`config.mk`:
```
export PLATFORM = sky130hd
export DESIGN_NAME = lps_manager
export DESIGN_NICKNAME = d
export VERILOG_FILES = /design/src/pkg/lps_pkg.sv /design/src/verilog/lps_manager.sv
export SDC_FILE = /design/constraint.sdc
export NUM_CORES = 1
export LEC_CHECK = 0
export BUFFER_PORTS_ARGS = -buffer_cell sky130_fd_sc_hd__buf_4
export CAP_MARGIN = 20
export CORE_MARGIN = 2
export CORE_UTILIZATION = 60
export DETAILED_ROUTE_END_ITERATION = 10
export GPL_TIMING_DRIVEN = 1
export PLACE_DENSITY_LB_ADDON = 0.1
export SLEW_MARGIN = 20
export SYNTH_ARGS = -nofsm -noshare
export SYNTH_HDL_FRONTEND = slang
export SYNTH_SLANG_ARGS = --single-unit
```
`constraint.sdc`:
```
create_clock -name sys_clk -period 6.6 [get_ports sys_clk]
set_input_delay 1.32 -clock sys_clk [delete_from_list [all_inputs] [get_ports sys_clk]]
set_output_delay 1.32 -clock sys_clk [all_outputs]
set_load 0.005 [all_outputs]
```
`src/pkg/lps_pkg.sv`:
```
// lps_pkg: types and constants of the line parameter set manager.
// assumes one core clock domain; rate and frequency fields are in units of their grid step.
package lps_pkg;

	// one transmission parameter set, rate and frequency fields in grid steps
	typedef struct packed {
		logic [7:0] ds_sr_mult;
		logic [9:0] ds_cf_mult;
		logic [3:0] ds_const_bits;
		logic [7:0] ds_psd_neg_db;
		logic [7:0] us_sr_mult;
		logic [9:0] us_cf_mult;
		logic [3:0] us_const_bits;
		logic [7:0] us_psd_neg_db;
		logic us2_enable;
		logic interleave_enable;
		logic dual_latency;
	} lps_param_set_t;

	// ***************************************************
	// default parameter set values
	// ***************************************************
	// 573.75 kbaud = 17 x 33.75, 1451.25 kHz = 86 x 16.875
	localparam logic [7:0] DEF_DS_SR_MULT = 8'h11;
	localparam logic [9:0] DEF_DS_CF_MULT = 10'h056;
	// 742.5 kbaud = 22 x 33.75, 4455 kHz = 264 x 16.875
	localparam logic [7:0] DEF_US_SR_MULT = 8'h16;
	localparam logic [9:0] DEF_US_CF_MULT = 10'h108;
	localparam logic [3:0] DEF_CONST_BITS = 4'h4;
	localparam logic [7:0] DEF_PSD_NEG_DB = 8'h3C;

	// idle set constellation and per-size limits on psd cut
	localparam logic [3:0] IDLE_CONST_BITS = 4'h4;
	localparam logic [3:0] CUT_MAX_SIZE4 = 4'h3;
	localparam logic [3:0] CUT_MAX_SIZE8 = 4'h7;
	localparam logic [3:0] CUT_MAX_SIZE16 = 4'hA;
	localparam logic [3:0] CUT_MAX_SIZE32 = 4'hC;

	// overhead channel message codes
	typedef enum logic [2:0] {
		MSG_NONE = 3'h0,
		MSG_SET_WARM = 3'h1,
		MSG_SET_IDLE = 3'h2,
		MSG_SET_CUR = 3'h3,
		MSG_CHANGE = 3'h4,
		MSG_IDLE_REQ = 3'h5,
		MSG_BACK_SERV = 3'h6
	} lps_msg_t;

	typedef enum logic [1:0] {
		ST_READY = 2'h0,
		ST_WAIT_ACK = 2'h1,
		ST_WAIT_TRIG = 2'h3
	} lps_state_t;

	typedef struct packed {
		lps_state_t state;
		lps_msg_t op;
		lps_param_set_t cur;
		lps_param_set_t warm;
		lps_param_set_t wres;
		lps_param_set_t eres;
		lps_param_set_t idle;
		lps_param_set_t staged;
		logic idle_custom;
		logic msg_valid;
		lps_msg_t msg_code;
		lps_param_set_t msg_set;
		logic busy;
		logic done;
		logic refused;
	} lps_regs_t;

endpackage

```
`src/verilog/lps_manager.sv`:
```
// lps_manager: holds the current and five standard parameter sets of the
// network-side transceiver and runs set changes over the overhead channel.
// assumes single-cycle entry strobes from the link state machine and a
// remote end that answers each message with one ack or nak pulse.
`timescale 1ns/1ps
`default_nettype none

// Function
// RULE1: hold current set and five standard sets
// RULE2: default set is constant, used for cold-start
// RULE3: default: 573.75k, 1451.25k, 4 bit, single latency
// RULE4: second upstream carrier off with splitter present
// RULE5: warm-start set starts equal to default; reset loads us2_enable as 0, not ~splitter_present
// RULE6: warm-start set changed over overhead channel
// RULE7: warm-resume set copies current on steady entry
// RULE8: error-resume set tracks current in steady/idle
// RULE9: idle set copies current, 4 bit, lower psd
// RULE10: idle psd cut capped by steady constellation size
// RULE11: custom idle set agreed before idle request
// RULE12: only network side modifies; default never changes
// RULE13: customer side may refuse non-standard change
// RULE14: only warm/idle sets alone, only in steady
// RULE15: send new set, store both ends on accept
// RULE16: activation entry overwrites current from its set
// RULE17: else current changes only after trigger handshake
// RULE18: change/idle in steady, back-to-service in idle
// RULE19: generic: set, change message, handshake applies
// RULE20: idle/resume handshake loads idle/warm-resume set
// RULE21: failed change recovers via error-resume set
// RULE22: warm-start set route with cold-start fallback
// RULE23: current set equals transmitter settings in use
// RULE24: both ends keep identical sets
// RULE25: each copy is one cycle on entry strobe
module lps_manager (
	// clock and reset
	input wire logic sys_clk,
	input wire logic rst_n,
	// link state entry strobes and levels
	input wire logic enter_power_off,
	input wire logic enter_cold_start,
	input wire logic enter_warm_start,
	input wire logic enter_error_resume,
	input wire logic enter_steady,
	input wire logic enter_idle,
	input wire logic in_steady,
	input wire logic in_idle,
	// configuration
	input wire logic splitter_present,
	input wire logic [3:0] idle_psd_cut_db,
	// management requests
	input wire lps_pkg::lps_param_set_t mgmt_set,
	input wire logic mgmt_load_warm,
	input wire logic mgmt_load_idle,
	input wire logic change_parameters_signal,
	input wire logic idle_request_signal,
	input wire logic back_to_service_signal,
	// overhead control channel answers
	input wire logic voc_ack,
	input wire logic voc_nak,
	input wire logic trigger_done,
	// overhead control channel messages
	output logic voc_msg_valid,
	output lps_pkg::lps_msg_t voc_msg_code,
	output lps_pkg::lps_param_set_t voc_msg_set,
	// parameter sets in use
	output lps_pkg::lps_param_set_t current_param_set,
	output lps_pkg::lps_param_set_t warm_start_param_set,
	output lps_pkg::lps_param_set_t warm_resume_param_set,
	output lps_pkg::lps_param_set_t error_resume_param_set,
	output lps_pkg::lps_param_set_t idle_param_set,
	// status
	output logic busy,
	output logic change_done,
	output logic change_refused
);

	// ***************************************************
	// default set and idle derivation
	// ***************************************************
	lps_pkg::lps_param_set_t default_param_set;
	lps_pkg::lps_param_set_t idle_auto;
	lps_pkg::lps_regs_t r_q;
	lps_pkg::lps_regs_t r_d;
	lps_pkg::lps_regs_t r_rst;

	always_comb begin
		default_param_set = '0;
		default_param_set.ds_sr_mult = lps_pkg::DEF_DS_SR_MULT; // RULE3
		default_param_set.ds_cf_mult = lps_pkg::DEF_DS_CF_MULT; // RULE3
		default_param_set.ds_const_bits = lps_pkg::DEF_CONST_BITS; // RULE3
		default_param_set.ds_psd_neg_db = lps_pkg::DEF_PSD_NEG_DB;
		default_param_set.us_sr_mult = lps_pkg::DEF_US_SR_MULT;
		default_param_set.us_cf_mult = lps_pkg::DEF_US_CF_MULT;
		default_param_set.us_const_bits = lps_pkg::DEF_CONST_BITS;
		default_param_set.us_psd_neg_db = lps_pkg::DEF_PSD_NEG_DB;
		default_param_set.us2_enable = ~splitter_present; // RULE4
		default_param_set.interleave_enable = 1'b0; // RULE3
		default_param_set.dual_latency = 1'b0; // RULE3
	end

	// largest psd cut allowed for a steady constellation of 2^bits points
	function automatic logic [3:0] cut_limit(input logic [3:0] bits);
		logic [3:0] lim;
		lim = lps_pkg::CUT_MAX_SIZE32;
		if (bits <= 4'h2) begin
			lim = lps_pkg::CUT_MAX_SIZE4;
		end else if (bits == 4'h3) begin
			lim = lps_pkg::CUT_MAX_SIZE8;
		end else if (bits == 4'h4) begin
			lim = lps_pkg::CUT_MAX_SIZE16;
		end
		return lim;
	endfunction

	function automatic logic [7:0] cut_psd(input logic [7:0] neg_db, input logic [3:0] bits,
		input logic [3:0] want);
		logic [3:0] c;
		c = (want > cut_limit(bits)) ? cut_limit(bits) : want; // RULE10
		return neg_db + {4'h0, c};
	endfunction

	always_comb begin
		idle_auto = r_q.cur; // RULE9
		idle_auto.ds_const_bits = lps_pkg::IDLE_CONST_BITS; // RULE9
		idle_auto.us_const_bits = lps_pkg::IDLE_CONST_BITS; // RULE9
		idle_auto.ds_psd_neg_db = cut_psd(r_q.cur.ds_psd_neg_db, r_q.cur.ds_const_bits, idle_psd_cut_db);
		idle_auto.us_psd_neg_db = cut_psd(r_q.cur.us_psd_neg_db, r_q.cur.us_const_bits, idle_psd_cut_db);
	end

	// ***************************************************
	// next state
	// ***************************************************
	always_comb begin
		r_rst = '0;
		r_rst.state = lps_pkg::ST_READY;
		r_rst.op = lps_pkg::MSG_NONE;
		r_rst.msg_code = lps_pkg::MSG_NONE;
	end

	always_comb begin
		r_d = r_q;
		r_d.msg_valid = 1'b0;
		r_d.done = 1'b0;
		r_d.refused = 1'b0;
		// idle set follows current unless a custom one was agreed
		if (!r_q.idle_custom) begin
			r_d.idle = idle_auto; // RULE9
		end
		// error-resume tracks current while steady or idle
		if (in_steady || in_idle) begin
			r_d.eres = r_q.cur; // RULE8
		end
		case (r_q.state)
			lps_pkg::ST_READY: begin
				if (in_steady && mgmt_load_warm) begin // RULE14
					r_d.op = lps_pkg::MSG_SET_WARM;
				end else if (in_steady && mgmt_load_idle) begin // RULE14 RULE11
					r_d.op = lps_pkg::MSG_SET_IDLE;
				end else if (in_steady && change_parameters_signal) begin // RULE18
					r_d.op = lps_pkg::MSG_SET_CUR;
				end else if (in_steady && idle_request_signal) begin // RULE18
					r_d.op = lps_pkg::MSG_IDLE_REQ;
				end else if (in_idle && back_to_service_signal) begin // RULE18
					r_d.op = lps_pkg::MSG_BACK_SERV;
				end else begin
					r_d.op = lps_pkg::MSG_NONE;
					r_d.refused = mgmt_load_warm | mgmt_load_idle | change_parameters_signal |
						idle_request_signal | back_to_service_signal;
				end
				if (r_d.op != lps_pkg::MSG_NONE) begin
					r_d.staged = mgmt_set;
					r_d.msg_valid = 1'b1; // RULE15 RULE12
					r_d.msg_code = r_d.op;
					r_d.msg_set = (r_d.op == lps_pkg::MSG_IDLE_REQ) ? r_q.idle :
						(r_d.op == lps_pkg::MSG_BACK_SERV) ? r_q.wres : mgmt_set;
					r_d.busy = 1'b1;
					r_d.state = lps_pkg::ST_WAIT_ACK;
				end
			end
			lps_pkg::ST_WAIT_ACK: begin
				if (voc_nak) begin // RULE13
					r_d.refused = 1'b1;
					r_d.busy = 1'b0;
					r_d.state = lps_pkg::ST_READY;
				end else if (voc_ack) begin
					case (r_q.op)
						lps_pkg::MSG_SET_WARM: begin
							r_d.warm = r_q.staged; // RULE6 RULE15 RULE22
							r_d.done = 1'b1;
							r_d.busy = 1'b0;
							r_d.state = lps_pkg::ST_READY;
						end
						lps_pkg::MSG_SET_IDLE: begin
							r_d.idle = r_q.staged; // RULE11 RULE15
							r_d.idle_custom = 1'b1;
							r_d.done = 1'b1;
							r_d.busy = 1'b0;
							r_d.state = lps_pkg::ST_READY;
						end
						lps_pkg::MSG_SET_CUR: begin
							// new set delivered, now the change message
							r_d.op = lps_pkg::MSG_CHANGE; // RULE19
							r_d.msg_valid = 1'b1;
							r_d.msg_code = lps_pkg::MSG_CHANGE;
						end
						default: begin
							r_d.state = lps_pkg::ST_WAIT_TRIG; // RULE17
						end
					endcase
				end
			end
			lps_pkg::ST_WAIT_TRIG: begin
				if (trigger_done) begin // RULE17
					case (r_q.op)
						lps_pkg::MSG_CHANGE: begin
							r_d.cur = r_q.staged; // RULE19 RULE23
							r_d.eres = r_q.staged; // RULE19 RULE21
						end
						lps_pkg::MSG_IDLE_REQ: begin
							r_d.cur = r_q.idle; // RULE20
							r_d.eres = r_q.idle; // RULE20
						end
						default: begin
							r_d.cur = r_q.wres; // RULE20
							r_d.eres = r_q.wres; // RULE20
						end
					endcase
					r_d.done = 1'b1;
					r_d.busy = 1'b0;
					r_d.state = lps_pkg::ST_READY;
				end
			end
			default: begin
				r_d.state = lps_pkg::ST_READY;
			end
		endcase
		// link state entries win over any pending exchange
		if (enter_steady) begin
			r_d.wres = r_q.cur; // RULE7 RULE25
			r_d.eres = r_q.cur; // RULE8 RULE25
		end
		if (enter_idle) begin
			r_d.eres = r_q.cur; // RULE8 RULE25
		end
		if (enter_power_off || enter_cold_start || enter_warm_start || enter_error_resume) begin
			r_d.state = lps_pkg::ST_READY;
			r_d.busy = 1'b0;
			r_d.msg_valid = 1'b0;
			r_d.refused = r_q.busy;
			r_d.done = 1'b0;
		end
		if (enter_power_off) begin
			r_d.warm = default_param_set; // RULE5 RULE2
			r_d.idle_custom = 1'b0;
		end
		if (enter_cold_start) begin
			r_d.cur = default_param_set; // RULE16 RULE2 RULE22 RULE25
		end else if (enter_warm_start) begin
			r_d.cur = r_q.warm; // RULE16 RULE21 RULE25
		end else if (enter_error_resume) begin
			r_d.cur = r_q.eres; // RULE16 RULE21 RULE25
		end
	end

	// ***************************************************
	// state register
	// ***************************************************
	// reset loads warm-start with the constant default fields; current resets to zero
	always_ff @(posedge sys_clk or negedge rst_n) begin
		if (!rst_n) begin
			r_q <= r_rst;
			r_q.warm.ds_sr_mult <= lps_pkg::DEF_DS_SR_MULT; // RULE5
			r_q.warm.ds_cf_mult <= lps_pkg::DEF_DS_CF_MULT;
			r_q.warm.ds_const_bits <= lps_pkg::DEF_CONST_BITS;
			r_q.warm.ds_psd_neg_db <= lps_pkg::DEF_PSD_NEG_DB;
			r_q.warm.us_sr_mult <= lps_pkg::DEF_US_SR_MULT;
			r_q.warm.us_cf_mult <= lps_pkg::DEF_US_CF_MULT;
			r_q.warm.us_const_bits <= lps_pkg::DEF_CONST_BITS;
			r_q.warm.us_psd_neg_db <= lps_pkg::DEF_PSD_NEG_DB;
		end else begin
			r_q <= r_d;
		end
	end

	// ***************************************************
	// outputs
	// ***************************************************
	assign voc_msg_valid = r_q.msg_valid;
	assign voc_msg_code = r_q.msg_code;
	assign voc_msg_set = r_q.msg_set;
	assign current_param_set = r_q.cur; // RULE1 RULE24
	assign warm_start_param_set = r_q.warm; // RULE1
	assign warm_resume_param_set = r_q.wres; // RULE1
	assign error_resume_param_set = r_q.eres; // RULE1
	assign idle_param_set = r_q.idle; // RULE1
	assign busy = r_q.busy;
	assign change_done = r_q.done;
	assign change_refused = r_q.refused;

endmodule

`default_nettype wire

```
==> impl_results.md <==
* Final period utilization at 61.3%
* Non-Filler Instances at 3103
* DR pass1 iterations at 7
* Avg Synthesized Cell Area at 10.0 µm²
* Max-slew violation count at 0
* Seq/Total Area, Yosys at 44.9%
* Initial Util at 60.6%
* Number of max-cap violations at 0
* Final GP Congestion at 0.858
* Clk_skew at 0.0133 ns
* Sw frac at 26.5%
* Leak Pwr at 13.2 nW
* Die span in y at 210 µm
* Die width at 210 µm
* Layout cells sized above 1 at 28.3%
* EDFF count, synth at 0
* Unique masters post-synth at 56
* WL final at 77.1 mm
* Total CTS buffers at 49
* Vias in the first global route at 19000
* Final setup violating endpoints at 0
* Actual slew at the worst max-slew pin at 1.18 ns
* Setup tns final at 0 ns
* Antenna violations before repair at 3
* Fillers at 3241
* Yosys reg bits at 454
* Grt total ovfl at 0
* Slowest-stage cell, CP: dfrtp_1
* Vias at 19300
* Die Area at 43900 µm²
* Power Density at 251 nW/µm²
* Setup WS pre-CTS at 2.06 ns
* CTS tree: built
* Clk_lat worst skew at 0.58 ns
* Setup repair after global routing missed its margin: no
* Wire length per cell at 24.8 µm
* Largest net degree at the start of global routing at 149
* Peak supply drop at 190 µV
* Most frequent cells in the layout: 492 x buf_4, 431 x dfrtp_1, 275 x nand2_1
* Max incr delay on CP at 0.47 ns
* Nets at 2627
* Final Worst Setup Slack at 2.55 ns
* Worst EP required at 7.10 ns
* Fmax achieved at 247 MHz
* CTS Sinks at 454
* Max Buffers Root-to-Sink at 3
* CP Capture Type: register
* Dpl cells at 3011
* Sequential Power Share at 45.1%
* Mapped Cells at 2529
* Crit-path leading delay family: compound AO/OA/AOI/OAI gates
* Clock power share at 40.8%
* Postcts setup bufs at 0
* Status: complete, no violations
* Crit path kind: reg -> reg
* Hold Vio Cnt, Final at 0
* Most common cell after layout, fill and taps aside: buf_4
* Yosys warns at 0
* Vias per inst at 6.21
* Final ANT Viol Nets at 0
* Port Buffers at 470
* Critical path peak fanout at 6
* Syn_nets at 2633
* Site Rows at 75
* Final critical path time including I/O delays and setup at 4.05 ns
* Clock slew at reported path FFs at 0.06 ns
* DP Wirelength at 49.2 mm
* Crit path buffers/inverters at 0
* Hold-fix buffers, CTS at 0
* DR iter-0 viols at 1929
* Drc violations at 0
* Relative max-transition margin at 21.5%
* Synth Flop Type: dfrtp_1
* Worst hold path type: reg -> reg
* P&R area growth vs syn at 9.98%
* Sw Pwr at 1.85 mW
* CP cell instances: o21ai_0 > nand2b_1 > a21oi_1 > ha_1 > o21a_1 > o21a_1 > o21ai_1 > mux2_2 > ha_1 > fa_1 > a211o_1 > o2111ai_1 > xnor2_1 > mux2i_1 > o21ai_0
* IO Pins at 471
* CTS resizes at 0
* Comb power frac at 14.1%
* Data arrival, critical path at 4.55 ns
* Mapped Area at 25400 µm²
* Pint at 5.14 mW
* Synth async-reset ratio at 100%
* Startpoint Class: register
* Global-route wire length before repair at 117 mm
* Htree depth at 2
* CTS root buffer: clkbuf_16
* Std-Cell Core Area at 41900 µm²
* GRT Resource Usage Total at 34.6%
registers in the layout, summed over array words and instances (netlist names):
register	flops
voc_msg_set	63
warm_start_param_set	63
busy	1
warm_resume_param_set	63
error_resume_param_set	63
current_param_set	63
voc_msg_code	3
r_q	69
change_done	1
voc_msg_valid	1
idle_param_set	63
change_refused	1
layout make-up:
| type | count | area (µm²) | share of cell area [%] |
|---|---|---|---|
| Antenna cell | 2 | 5.00 | 0.0179 |
| Clock buffer | 80 | 1550 | 5.54 |
| Clock inverter | 10 | 129 | 0.462 |
| Inverter | 55 | 206 | 0.740 |
| Multi-Input combinational cell | 1465 | 10100 | 36.4 |
| Sequential cell | 454 | 11400 | 40.8 |
| Tap cell | 539 | 674 | 2.42 |
| Timing Repair Buffer | 498 | 3800 | 13.6 |
kinds of logic (layout without fill, tap and decap cells):
kind of cell	Yosys count	in the layout	synth area share [%]
buffers and inverters	610	643	15.4
adders and majority gates	18	18	0.947
xor gates and xnor gates	9	9	0.311
other	0	2	0
muxes	349	349	14.6
AOI/OAI and AO/OA	586	586	15.4
and+or+nand+nor	503	503	8.47
DFF	454	454	44.9
metrics by stage:
step           area, µm²  hold slack (ns)  utilization (%)  power (mW)
6_report           27900            0.477             66.7        6.99
5_1_grt            27900            0.488             66.7        7.22
4_1_cts            27900            0.480             66.6        7.02
3_5_place_dp       26200            0.467             62.6        4.17
3_3_place_gp       26200            0.459             62.6        4.14
2_1_floorplan      25400            0.451                -        3.84
final timing paths:
| path | from | slack, ns | endpoint | cells after the start |
|---|---|---|---|---|
| hold / removal | voc_msg_set[21] | 0.48 | voc_msg_set[21] | 1 |
| max in group asynchronous | rst_n | 4.46 | warm_resume_param_set[7] | 2 |
| setup reg to reg | current_param_set[11] | 2.55 | idle_param_set[9] | 15 |
| setup / recovery | current_param_set[11] | 2.55 | idle_param_set[9] | 15 |
| hold reg to reg | voc_msg_set[21] | 0.48 | voc_msg_set[21] | 1 |
| min in group asynchronous | rst_n | 0.75 | voc_msg_set[62] | 1 |
power by group through the flow:
| stage | combinational, mW | clock [mW] | sequential [mW] |
|---|---|---|---|
| finish | 0.984 | 2.86 | 3.15 |
| global route | 1.07 | 2.99 | 3.17 |
| CTS | 0.984 | 2.89 | 3.15 |
| detailed placement | 0.980 | 0 | 3.19 |
| global placement | 0.958 | 0 | 3.18 |
| floorplan | 0.728 | 0 | 3.11 |
synthesized netlist by cell type (9+ instances only):
cell	instances	area, µm²
o21ai_1	9	45.0
nor2_1	153	574
dfrtp_1	433	10800
nand2_1	276	1040
o22ai_1	17	106
inv_1	54	203
buf_4	402	3020
nand3_1	10	50.1
mux2_2	108	1220
o21ai_0	116	581
a222oi_1	41	410
a211oi_1	68	510
clkbuf_1	82	308
o21a_1	23	173
ha_1	16	200
a21o_1	70	526
buf_2	55	275
mux2_1	62	698
nand3b_1	23	173
o22a_1	63	552
buf_1	12	45.0
dfstp_2	21	552
mux2i_1	179	1790
a21oi_1	152	761
worst register-to-register path: cells and delay by family, from the launching register on:
family / cells / cell delay (ns)
mux: 2 / 0.48
simple gates: 1 / 0.14
fa+ha+maj: 3 / 1.00
compound gates: 8 / 1.72
flops: 1 / 0.47
xor+xnor: 1 / 0.15
per-layer routing:
layer  GRT usage (%)  part of all wire (%)  routed length (µm)  vias up
met1            47.5                    42               32300     9722
met5               0                     0                   0        -
li1                -                     -                   -     8440
met4            13.8                   3.5                2690        0
met2            53.9                    46               35600      947
met3            7.27                   8.4                6510      155
Note: power is estimated with default switching activity, not from simulation.
